===== config.mk =====
export PLATFORM = sky130hd
export DESIGN_NAME = block_lock_ctrl
export DESIGN_NICKNAME = d
export VERILOG_FILES = /design/src/lock_pkg.sv /design/src/frame_if.sv /design/src/pin_sync.sv /design/src/block_lock_ctrl.sv
export SDC_FILE = /design/constraint.sdc
export NUM_CORES = 1
export LEC_CHECK = 0
export BUFFER_PORTS_ARGS = -buffer_cell sky130_fd_sc_hd__buf_4
export CAP_MARGIN = 25
export CORE_UTILIZATION = 53
export DETAILED_ROUTE_END_ITERATION = 10
export GPL_TIMING_DRIVEN = 0
export PLACE_DENSITY = 0.72
export SYNTH_ARGS = -nofsm -noshare
export SYNTH_HDL_FRONTEND = slang
export SYNTH_SLANG_ARGS = --single-unit

===== constraint.sdc =====
create_clock -name mclk -period 4.4 [get_ports mclk]
set_input_delay 0.88 -clock mclk [delete_from_list [all_inputs] [get_ports mclk]]
set_output_delay 0.88 -clock mclk [all_outputs]
set_load 0.005 [all_outputs]

===== src/lock_pkg.sv =====
package lock_pkg;
    localparam logic [7:0] OP_UNLOCK_ONE = 8'h39;
    localparam logic [7:0] OP_UNLOCK_ONE_WIDE = 8'he2;
    localparam logic [7:0] OP_LOCK_ONE = 8'h36;
    localparam logic [7:0] OP_LOCK_ONE_WIDE = 8'he1;
    localparam logic [7:0] OP_LOCK_ALL = 8'h7e;
    localparam logic [7:0] OP_UNLOCK_ALL = 8'h98;
    localparam logic [7:0] OP_SET_REGION = 8'hfb;
    localparam logic [7:0] OP_SET_REGION_WIDE = 8'he3;
    localparam logic [7:0] OP_WRITE_ALLOW = 8'h06;
    localparam int OP_BITS = 8;
    localparam int ADDR_BITS_SHORT = 24;
    localparam int ADDR_BITS_LONG = 32;
    localparam int BLOCKS_DEF = 16;
    localparam int BLOCK_SHIFT_DEF = 16;
    localparam int BUSY_NS = 2000;
    localparam int CLK_NS = 40;
    localparam int BUSY_CYCLES = (BUSY_NS + CLK_NS - 1) / CLK_NS;
    localparam logic [6:0] BITCNT_RESET = 7'h00;
    localparam logic [31:0] REGION_RESET = 32'hffffffff;
    typedef enum {ST_IDLE, ST_BUSY} seq_state_type;
    typedef enum {OPK_NONE, OPK_UNLOCK1, OPK_LOCK1, OPK_LOCKALL, OPK_UNLOCKALL,
        OPK_REGION, OPK_WALLOW} op_kind_type;
endpackage


===== src/frame_if.sv =====
`timescale 1ns/1ps
`default_nettype none
interface frame_if;
    logic sclk_rise;
    logic frame_start;
    logic frame_end;
    logic [3:0] io;
    modport source (output sclk_rise, output frame_start, output frame_end,
        output io);
    modport sink (input sclk_rise, input frame_start, input frame_end,
        input io);
endinterface
`default_nettype wire


===== src/pin_sync.sv =====
`timescale 1ns/1ps
`default_nettype none
module pin_sync
(
    // Clock and reset
    input wire logic mclk,
    input wire logic reset_n,
    // Raw pins
    input wire logic sclk,
    input wire logic cs_n,
    input wire logic [3:0] io_in,
    // Edge events
    frame_if.source ev
);
    logic [5:0] s1_q, s1_d, s2_q, s2_d;
    logic sclk_old_q, sclk_old_d, cs_old_q, cs_old_d;

    always_comb
    begin
        s1_d = {sclk, cs_n, io_in};
        s2_d = s1_q;
        sclk_old_d = s2_q[5];
        cs_old_d = s2_q[4];
    end

    always_ff @(posedge mclk)
    begin
        if (!reset_n)
        begin
            s1_q <= 6'h10;
            s2_q <= 6'h10;
            sclk_old_q <= 1'b0;
            cs_old_q <= 1'b1;
        end
        else
        begin
            s1_q <= s1_d;
            s2_q <= s2_d;
            sclk_old_q <= sclk_old_d;
            cs_old_q <= cs_old_d;
        end
    end

    assign ev.sclk_rise = s2_q[5] & ~sclk_old_q & ~s2_q[4];
    assign ev.frame_start = cs_old_q & ~s2_q[4];
    assign ev.frame_end = ~cs_old_q & s2_q[4];
    assign ev.io = s2_q[3:0];
endmodule // pin_sync
`default_nettype wire


===== src/block_lock_ctrl.sv =====
`timescale 1ns/1ps
`default_nettype none
module block_lock_ctrl
    import lock_pkg::*;
#(
    parameter int BLOCKS = BLOCKS_DEF,
    parameter int BLOCK_SHIFT = BLOCK_SHIFT_DEF
)
(
    // Clock and reset
    input wire logic mclk,
    input wire logic reset_n,
    // Serial link pins
    input wire logic sclk,
    input wire logic cs_n,
    input wire logic [3:0] io_in,
    // Configuration
    input wire logic four_wire_command_mode,
    input wire logic addr_len_long,
    input wire logic protection_scheme_select,
    input wire logic lockdown_bit,
    input wire logic power_lockdown_bit,
    input wire logic password_bit,
    input wire logic suspend_active,
    input wire logic region_fail,
    input wire logic region_fail_is_erase,
    // Status
    output logic op_in_progress_flag,
    output logic op_in_progress_cfg,
    output logic write_allow_latch,
    output logic program_error,
    output logic erase_error,
    output logic [BLOCKS-1:0] block_lock_bit,
    output logic [31:0] pointer_region_reg
);
    frame_if ev ();

    pin_sync u_sync
    (
        .mclk(mclk),
        .reset_n(reset_n),
        .sclk(sclk),
        .cs_n(cs_n),
        .io_in(io_in),
        .ev(ev)
    );

    // ------------------------------------------------------------
    // Command shifter
    // ------------------------------------------------------------
    logic [39:0] shift_q, shift_d;
    logic [6:0] bits_q, bits_d;
    logic [7:0] opcode;
    logic [31:0] addr_word;
    logic wide_op;
    logic wide_code;
    logic [6:0] need_bits;

    always_comb
    begin
        shift_d = shift_q;
        bits_d = bits_q;
        if (ev.frame_start)
        begin
            shift_d = '0;
            bits_d = BITCNT_RESET;
        end
        // Overlong frames stop counting at 48 bits so they never match
        else if (ev.sclk_rise && bits_q < 7'd48)
        begin
            if (four_wire_command_mode)
            begin
                shift_d = {shift_q[35:0], ev.io};
                bits_d = bits_q + 7'd4;
            end
            else
            begin
                shift_d = {shift_q[38:0], ev.io[0]};
                bits_d = bits_q + 7'd1;
            end
        end
    end

    always_ff @(posedge mclk)
    begin
        if (!reset_n)
        begin
            shift_q <= '0;
            bits_q <= BITCNT_RESET;
        end
        else
        begin
            shift_q <= shift_d;
            bits_q <= bits_d;
        end
    end

    // ------------------------------------------------------------
    // Decode at frame end
    // ------------------------------------------------------------
    op_kind_type kind;
    logic accept;

    assign wide_code = shift_q[39:32] == OP_UNLOCK_ONE_WIDE ||
        shift_q[39:32] == OP_LOCK_ONE_WIDE ||
        shift_q[39:32] == OP_SET_REGION_WIDE;
    assign wide_op = addr_len_long || wide_code;
    assign need_bits = wide_op ? 7'(OP_BITS + ADDR_BITS_LONG) :
        7'(OP_BITS + ADDR_BITS_SHORT);
    assign opcode = wide_op ? shift_q[39:32] : shift_q[31:24];
    assign addr_word = wide_op ? shift_q[31:0] : {8'h00, shift_q[23:0]};

    always_comb
    begin
        kind = OPK_NONE;
        accept = 1'b0;
        if (bits_q == 7'(OP_BITS))
        begin
            case (shift_q[7:0])
                OP_LOCK_ALL: kind = OPK_LOCKALL;
                OP_UNLOCK_ALL: kind = OPK_UNLOCKALL;
                OP_WRITE_ALLOW: kind = OPK_WALLOW;
                default: kind = OPK_NONE;
            endcase
        end
        else if (bits_q == need_bits)
        begin
            // wide opcodes need a 32-bit address
            case (opcode)
                OP_UNLOCK_ONE: kind = OPK_UNLOCK1;
                OP_UNLOCK_ONE_WIDE: kind = wide_op ? OPK_UNLOCK1 : OPK_NONE;
                OP_LOCK_ONE: kind = OPK_LOCK1;
                OP_LOCK_ONE_WIDE: kind = wide_op ? OPK_LOCK1 : OPK_NONE;
                OP_SET_REGION: kind = OPK_REGION;
                OP_SET_REGION_WIDE: kind = wide_op ? OPK_REGION : OPK_NONE;
                default: kind = OPK_NONE;
            endcase
        end
        case (kind)
            OPK_UNLOCK1, OPK_LOCK1, OPK_LOCKALL, OPK_UNLOCKALL:
                accept = protection_scheme_select;
            OPK_REGION:
                accept = write_allow_latch && !suspend_active &&
                    lockdown_bit && power_lockdown_bit &&
                    !(!password_bit && !lockdown_bit);
            OPK_WALLOW: accept = 1'b1;
            default: accept = 1'b0;
        endcase
    end

    // ------------------------------------------------------------
    // Self-timed operation
    // ------------------------------------------------------------
    seq_state_type state_q, state_d;
    op_kind_type pend_q, pend_d;
    logic [31:0] paddr_q, paddr_d;
    logic [15:0] cnt_q, cnt_d;
    logic [BLOCKS-1:0] lock_q, lock_d;
    logic [31:0] region_q, region_d;
    logic wel_q, wel_d, perr_q, perr_d, eerr_q, eerr_d;
    logic [31:0] blk_idx;

    assign blk_idx = paddr_q >> BLOCK_SHIFT;

    always_comb
    begin
        state_d = state_q;
        pend_d = pend_q;
        paddr_d = paddr_q;
        cnt_d = cnt_q;
        lock_d = lock_q;
        region_d = region_q;
        wel_d = wel_q;
        perr_d = perr_q;
        eerr_d = eerr_q;
        case (state_q)
            ST_IDLE:
            begin
                if (ev.frame_end && accept)
                begin
                    if (kind == OPK_WALLOW)
                        wel_d = 1'b1;
                    else
                    begin
                        state_d = ST_BUSY;
                        pend_d = kind;
                        paddr_d = addr_word;
                        cnt_d = 16'(BUSY_CYCLES);
                    end
                end
            end
            ST_BUSY:
            begin
                if (cnt_q > 16'd1)
                    cnt_d = cnt_q - 16'd1;
                else
                begin
                    state_d = ST_IDLE;
                    case (pend_q)
                        OPK_UNLOCK1:
                            if (blk_idx < BLOCKS)
                                lock_d[blk_idx] = 1'b1;
                        OPK_LOCK1:
                            if (blk_idx < BLOCKS)
                                lock_d[blk_idx] = 1'b0;
                        OPK_LOCKALL: lock_d = '0;
                        OPK_UNLOCKALL: lock_d = '1;
                        OPK_REGION:
                        begin
                            wel_d = 1'b0;
                            if (region_fail)
                            begin
                                perr_d = perr_q | ~region_fail_is_erase;
                                eerr_d = eerr_q | region_fail_is_erase;
                            end
                            else
                                region_d = paddr_q;
                        end
                        default: lock_d = lock_q;
                    endcase
                end
            end
            default: state_d = ST_IDLE;
        endcase
    end

    always_ff @(posedge mclk)
    begin
        if (!reset_n)
        begin
            state_q <= ST_IDLE;
            pend_q <= OPK_NONE;
            paddr_q <= '0;
            cnt_q <= '0;
            lock_q <= '0;
            region_q <= REGION_RESET;
            wel_q <= 1'b0;
            perr_q <= 1'b0;
            eerr_q <= 1'b0;
        end
        else
        begin
            state_q <= state_d;
            pend_q <= pend_d;
            paddr_q <= paddr_d;
            cnt_q <= cnt_d;
            lock_q <= lock_d;
            region_q <= region_d;
            wel_q <= wel_d;
            perr_q <= perr_d;
            eerr_q <= eerr_d;
        end
    end

    assign op_in_progress_flag = (state_q == ST_BUSY);
    assign op_in_progress_cfg = (state_q == ST_BUSY);
    assign write_allow_latch = wel_q;
    assign program_error = perr_q;
    assign erase_error = eerr_q;
    assign block_lock_bit = lock_q;
    assign pointer_region_reg = region_q;

    // ------------------------------------------------------------
    // Checks
    // ------------------------------------------------------------
    chk_busy_start: assert property (
        @(posedge mclk) disable iff (!reset_n)
        state_q == ST_IDLE && ev.frame_end && accept && kind != OPK_WALLOW
        |=> op_in_progress_flag [*2])
        else $error("busy not raised on accepted frame end");
    chk_lockall_done: assert property (
        @(posedge mclk) disable iff (!reset_n)
        state_q == ST_BUSY && cnt_q == 16'd1 && pend_q == OPK_LOCKALL
        |=> block_lock_bit == '0 && !op_in_progress_flag)
        else $error("lock all did not clear bits");
    chk_unlockall: assert property (
        @(posedge mclk) disable iff (!reset_n)
        state_q == ST_BUSY && cnt_q == 16'd1 && pend_q == OPK_UNLOCKALL
        |=> block_lock_bit == '1)
        else $error("unlock all did not set bits");
    chk_scheme_gate: assert property (
        @(posedge mclk) disable iff (!reset_n)
        state_q == ST_IDLE && ev.frame_end && !protection_scheme_select &&
        kind != OPK_REGION && kind != OPK_WALLOW
        |=> !op_in_progress_flag)
        else $error("lock command ran without scheme select");
    chk_region_wel: assert property (
        @(posedge mclk) disable iff (!reset_n)
        state_q == ST_IDLE && ev.frame_end && kind == OPK_REGION &&
        !write_allow_latch |=> !op_in_progress_flag)
        else $error("region ran without write latch");
    chk_region_susp: assert property (
        @(posedge mclk) disable iff (!reset_n)
        state_q == ST_IDLE && ev.frame_end && kind == OPK_REGION &&
        suspend_active
        |=> $stable(write_allow_latch) && !op_in_progress_flag)
        else $error("region ran during suspend");
    chk_region_end: assert property (
        @(posedge mclk) disable iff (!reset_n)
        state_q == ST_BUSY && cnt_q == 16'd1 && pend_q == OPK_REGION
        |=> !write_allow_latch && !op_in_progress_flag)
        else $error("region end did not clear latch");
    chk_region_err: assert property (
        @(posedge mclk) disable iff (!reset_n)
        state_q == ST_BUSY && cnt_q == 16'd1 && pend_q == OPK_REGION &&
        region_fail |=> program_error || erase_error)
        else $error("region failure not flagged");
    chk_cnt_down: assert property (
        @(posedge mclk) disable iff (!reset_n)
        state_q == ST_BUSY && cnt_q > 16'd1
        |=> cnt_q == $past(cnt_q) - 16'd1)
        else $error("busy counter stalled");
endmodule // block_lock_ctrl
`default_nettype wire


==> impl_metrics.env, run 1 <==
export IMPL_first_pass_iters=5
export IMPL_ctsHoldBuffers=0
export IMPL_syn_area_per_cell_sq_um=8.46
export IMPL_pin_count=70
export IMPL_fmax_mhz=338
export IMPL_synthDistinctLibCells=56
export IMPL_hold_depth=1
export IMPL_grt_pass1_wl_um=29400
export IMPL_syn2layout_area_growth_pct=17.4
export IMPL_min_to="u_sync.s2_q[4]"
export IMPL_cts_setup_buffers=0
export IMPL_async_flop_share=0
export IMPL_synth_flop_cell="dfxtp_1"
export IMPL_drc=0
export IMPL_start_util=0.551
export IMPL_syn_area_sq_um=7420
export IMPL_finalHoldViolCount=0
export IMPL_power_density_nw_per_um2=351
export IMPL_drt_iter0_markers=457
export IMPL_largest_reg_flops=40
export IMPL_antennaDiodeCount=0
export IMPL_cap_violations=0
export IMPL_gp_congestion=0.834
export IMPL_r2r_end="pointer_region_reg[27]"
export IMPL_final_nets=984
export IMPL_grt_max_degree=17
export IMPL_grt_pass1_vias=5988
export IMPL_portBuffers=65
export IMPL_finalCriticalPeriod_ns=2.96
export IMPL_crit_type="flop to flop"
export IMPL_regToRegStartpoint="cnt_q[2]"
export IMPL_drive_gt1_frac=0.120
export IMPL_die_area_sq_um=14500
export IMPL_power_mw=3.06
export IMPL_dieWidth_um=120
export IMPL_via_per_inst=5.59
export IMPL_root_buffer="clkbuf_16"
export IMPL_clk_pin_slew_ns=0.07
export IMPL_insertion_delay_ns=0.44
export IMPL_ff2ff_path_depth=7
export IMPL_synth_seq_area_share=0.443
export IMPL_min_from="u_sync.s1_q[4]"
export IMPL_syn_inst=877
export IMPL_yosysWarnings=0
export IMPL_antenna_found_initial=0
export IMPL_worstPathMaxFanout=10
export IMPL_regToRegSetupSlack_ns=1.44
export IMPL_track_usage=0.256
export IMPL_p_leak_nw=3.29
export IMPL_htreeDepth=4
export IMPL_core_sq_um=13500
export IMPL_cp_slowest_cell="nor3_1"
export IMPL_rsz0062_at_grt="false"
export IMPL_worst_setup_path_start_kind="flop"
export IMPL_wire_per_inst_um=15.4
export IMPL_cts_resized=0
export IMPL_drt_total_wl_um=17700
export IMPL_fp_dieH_um=120
export IMPL_dp_hpwl_um=12400
export IMPL_relSlewSlack=0.520
export IMPL_cp_end_kind="flop"
export IMPL_dr_total_vias=6434
export IMPL_cts_made_buffers=17
export IMPL_required_ns=4.78
export IMPL_crit_chain="or4_1 > nor4_2 > nand4_1 > nor3_1 > buf_2 > nand2_1 > nand3_1"
export IMPL_slowest_delay_ns=0.72
export IMPL_fin_crit_sh=0.673
export IMPL_clock_skew_ns=0.0105
export IMPL_irDropWorstVdd_uv=290
export IMPL_synth_edf_count=0
export IMPL_crit_arrival_ns=3.34
export IMPL_tightest_slew_ns=0.714
export IMPL_clockBufferDepth=2
export IMPL_finalSetupViolCount=0
export IMPL_rows=42
export IMPL_syn_nets=900
export IMPL_drtAntennaViolNets=0
export IMPL_ys_seq_elements=164
export IMPL_hp_class="flop to flop"
export IMPL_clkSinkCount=164
export IMPL_outcome="completed"
export IMPL_slew_viol_final=0
export IMPL_grt_overflow_total=0
export IMPL_cts_tree="done"
export IMPL_setup_tns_ns=0
[synth_stat cells (3+ instances only)]
master | n | area, sq um
a21oi_1 | 25 | 125
buf_1 | 3 | 11.3
nand2_1 | 155 | 582
a211oi_1 | 43 | 323
xor2_1 | 6 | 52.6
nor2b_1 | 5 | 31.3
buf_2 | 6 | 30.0
or3b_1 | 4 | 35.0
and4_1 | 4 | 35.0
nand2b_1 | 6 | 37.5
ha_1 | 6 | 75.1
nand3_1 | 47 | 235
dfxtp_1 | 164 | 3280
o21a_1 | 5 | 37.5
nor2_1 | 93 | 349
nor4_1 | 6 | 37.5
and2_1 | 14 | 87.6
a21o_1 | 3 | 22.5
nor3b_1 | 14 | 105
nand4_1 | 6 | 37.5
mux2i_1 | 75 | 751
xnor2_1 | 12 | 105
o22ai_1 | 18 | 113
a211o_1 | 3 | 26.3
clkbuf_1 | 51 | 191
nand3b_1 | 7 | 52.6
nor3_1 | 16 | 80.1
inv_1 | 12 | 45.0
o21ai_0 | 28 | 140
[worst max-delay path, delay by kind of cell (launching register included)]
family | cells | cell delay, ns
buffers and inverters | 1 | 0.35
and+or+nand+nor | 6 | 2.20
DFF | 1 | 0.35
[worst max path at each step]
| stage | slack, ns | start | end |
|---|---|---|---|
| floorplan | 1.42 | addr_len_long | paddr_q[10] |
| global placement | 1.07 | addr_len_long | cnt_q[9] |
| detailed placement | 1.07 | addr_len_long | cnt_q[11] |
| CTS | 1.47 | cnt_q[2] | pointer_region_reg[26] |
| global route | 1.22 | cnt_q[2] | pointer_region_reg[24] |
| finish | 1.44 | cnt_q[2] | pointer_region_reg[27] |
[cell families after synthesis]
family	share of synthesized area
XOR/XNOR	0.0213
multiplexers	0.105
buffers and inverters	0.0479
adder cells (fa/ha/maj)	0.0101
flip-flops	0.443
AO/OA/AOI/OAI	0.128
AND/OR/NAND/NOR	0.245
[through the flow]
stage          cells   util  hold slack, ns  setup slack [ns]  instance area, sq um
6_report        1150  0.647           0.424              1.44                  8700
5_1_grt         1150  0.647           0.441              1.22                  8700
4_1_cts         1150  0.647           0.413              1.47                  8700
3_5_place_dp    1118  0.604           0.399              1.07                  8120
3_3_place_gp    1118  0.604           0.401              1.07                  8120
2_1_floorplan    877      -           0.386              1.42                  7420
[per-layer routing]
| layer | wire length (um) | vias to the layer above | GRT usage |
|---|---|---|---|
| met3 | 936 | 26 | 0.0585 |
| met2 | 7820 | 160 | 0.392 |
| met5 | 0 | - | 0 |
| li1 | - | 3220 | - |
| met1 | 8580 | 3028 | 0.354 |
| met4 | 327 | 0 | 0.0918 |
[placed cells by master, fill, tap and decap left out, types with 3 or more instances in the layout]
master	Yosys	final
dfxtp_1	164	164
nand2_1	155	155
nor2_1	93	93
mux2i_1	75	75
buf_4	2	67
clkbuf_1	51	51
nand3_1	47	47
a211oi_1	43	43
o21ai_0	28	28
a21oi_1	25	25
o22ai_1	18	18
clkbuf_16	0	17
nor3_1	16	16
nor3b_1	14	14
and2_1	14	14
inv_1	12	12
xnor2_1	12	12
nand3b_1	7	7
buf_2	6	6
nand4_1	6	6
nand2b_1	6	6
xor2_1	6	6
nor4_1	6	6
ha_1	6	6
nor2b_1	5	5
o21a_1	5	5
or3b_1	4	4
and4_1	4	4
clkinv_2	0	4
clkbuf_8	0	4
buf_1	3	3
a21o_1	3	3
a211o_1	3	3
clkinv_4	0	3
[where the power goes]
group | internal [mW] | switching, mW | leakage (nW) | total (mW)
registers | 1.49 | 0.00698 | 1.33 | 1.50
logic | 0.0358 | 0.0642 | 1.68 | 0.100
clock network | 0.838 | 0.617 | 0.285 | 1.46
[cell type report]
cell class                      count  area (sq um)
Buffer                             66           310
Clock buffer                       21           480
Clock inverter                     11           100
Fill cell                        1210          4750
Inverter                           12          45.0
Multi-Input combinational cell    635          3780
Sequential cell                   164          3280
Tap cell                          176           220
Timing Repair Buffer               65           488
No activity file was read; power rests on OpenSTA's default activity.
==> run 2, diff against run 1 <==
==> constraint.sdc (replaced) <==
create_clock -name mclk -period 3.1 [get_ports mclk]
set_input_delay 0.62 -clock mclk [delete_from_list [all_inputs] [get_ports mclk]]
set_output_delay 0.62 -clock mclk [all_outputs]
set_load 0.005 [all_outputs]
==> impl_metrics.env, run 2 (synthesized netlist as in run 1, its figures left out) <==
export IMPL_crit_type="flop to flop"
export IMPL_grt_max_degree=17
export IMPL_required_ns=3.47
export IMPL_dr_total_vias=6426
export IMPL_rsz0062_at_grt="false"
export IMPL_setup_ws_ns=0.236
export IMPL_power_density_nw_per_um2=497
export IMPL_first_pass_iters=5
export IMPL_grt_overflow_total=0
export IMPL_wl_met2_um=7770
export IMPL_irDropWorstVdd_uv=407
export IMPL_regToRegStartpoint="shift_q[34]"
export IMPL_m1WireLength_um=8610
export IMPL_hold_slack_ns=0.392
export IMPL_grt_pass1_vias=5988
export IMPL_clock_skew_ns=0.0105
export IMPL_cp_end_kind="flop"
export IMPL_relSlewSlack=0.522
export IMPL_worst_setup_path_start_kind="flop"
export IMPL_syn2layout_area_growth_pct=17.6
export IMPL_fin_util=0.649
export IMPL_rows=42
export IMPL_cap_violations=0
export IMPL_start_util=0.551
export IMPL_placed_cells_incl_taps=1118
export IMPL_dp_hpwl_um=12400
export IMPL_place_ws_ns=0.0291
export IMPL_clk_pin_slew_ns=0.06
export IMPL_die_area_sq_um=14500
export IMPL_antennaDiodeCount=0
export IMPL_root_buffer="clkbuf_16"
export IMPL_grt_pass1_wl_um=29400
export IMPL_clkSinkCount=164
export IMPL_tightest_slew_ns=0.717
export IMPL_slew_viol_final=0
export IMPL_clockBufferDepth=2
export IMPL_wire_per_inst_um=15.3
export IMPL_ctsHoldBuffers=0
export IMPL_cts_made_buffers=17
export IMPL_dieWidth_um=120
export IMPL_hp_class="primary input to flop"
export IMPL_finalCriticalPeriod_ns=2.86
export IMPL_p_leak_nw=3.31
export IMPL_final_common_cell="dfxtp_1"
export IMPL_finalHoldViolCount=0
export IMPL_crit_start="shift_q[34]"
export IMPL_insertion_delay_ns=0.44
export IMPL_core_sq_um=13500
export IMPL_drt_total_wl_um=17700
export IMPL_outcome="completed"
export IMPL_largest_reg_flops=40
export IMPL_routed_top_layer="met4"
export IMPL_drive_gt1_frac=0.123
export IMPL_drc=0
export IMPL_pin_count=70
export IMPL_track_usage=0.256
export IMPL_final_nets=986
export IMPL_regToRegSetupSlack_ns=0.24
export IMPL_fp_dieH_um=120
export IMPL_antenna_found_initial=0
export IMPL_gp_congestion=0.834
export IMPL_drt_iter0_markers=411
export IMPL_drtAntennaViolNets=0
export IMPL_via_per_inst=5.58
export IMPL_fin_crit_sh=0.924
export IMPL_fmax_mhz=349
export IMPL_instances_no_fill=1152
export IMPL_portBuffers=65
export IMPL_route_met3_wl_um=947
export IMPL_layout_common_cells="164 x dfxtp_1, 155 x nand2_1, 93 x nor2_1"
export IMPL_crit_arrival_ns=3.23
export IMPL_fillers=1207
export IMPL_min_from="io_in[0]"
export IMPL_worstPathMaxFanout=10
export IMPL_cts_tree="done"
export IMPL_setup_tns_ns=0
export IMPL_htreeDepth=4
export IMPL_finalSetupViolCount=0
[run 2: cell type report]
cell class | count | area (sq um) | area share
repair buffers | 67 | 503 | 0.0577
clock buffers | 21 | 480 | 0.0551
multi-input cells | 635 | 3780 | 0.434
inverters | 12 | 45.0 | 0.00516
well taps | 176 | 220 | 0.0252
clock inverters | 11 | 100 | 0.0115
flip-flops and latches | 164 | 3280 | 0.376
plain buffers | 66 | 310 | 0.0356
[run 2: critical path, stage by stage, from the launching register on]
cell and delay (ns):
dfxtp_1 0.38, nor4b_4 0.52, a32oi_1 0.17, o211ai_1 0.27
mux2_2 0.40, a211oi_1 0.35, o21a_1 0.18, buf_4 0.16
buf_6 0.18, mux2i_1 0.19
[run 2: through the flow]
step	instance area, sq um	power (mW)
2_1_floorplan	7420	2.27
3_3_place_gp	8120	2.32
5_1_grt	8720	4.48
6_report	8720	4.34
3_5_place_dp	8120	2.32
4_1_cts	8700	4.36
[run 2: power breakdown]
part           internal [mW]  total [mW]  switching [mW]
Clock                   1.19        2.06           0.875
Sequential              2.12        2.13         0.00981
Combinational         0.0508       0.142          0.0908
[run 2: timing repair]
action,CTS,global route
setup buffers,0,2
gates resized for setup,0,1
endpoints found under the setup margin,0,52
[run 2: final timing paths]
| kind | end | cells past startpoint |
|---|---|---|
| hold / removal | u_sync.s1_q[0] | 2 |
| setup reg to reg | paddr_q[28] | 9 |
| setup / recovery | paddr_q[28] | 9 |
| hold reg to reg | u_sync.s2_q[4] | 1 |
[run 2: metal layers]
| layer | global-route usage | vias to the layer above |
|---|---|---|
| li1 | - | 3224 |
| met1 | 0.354 | 2999 |
| met2 | 0.392 | 175 |
| met3 | 0.0585 | 28 |
| met4 | 0.0918 | 0 |
| met5 | 0 | - |
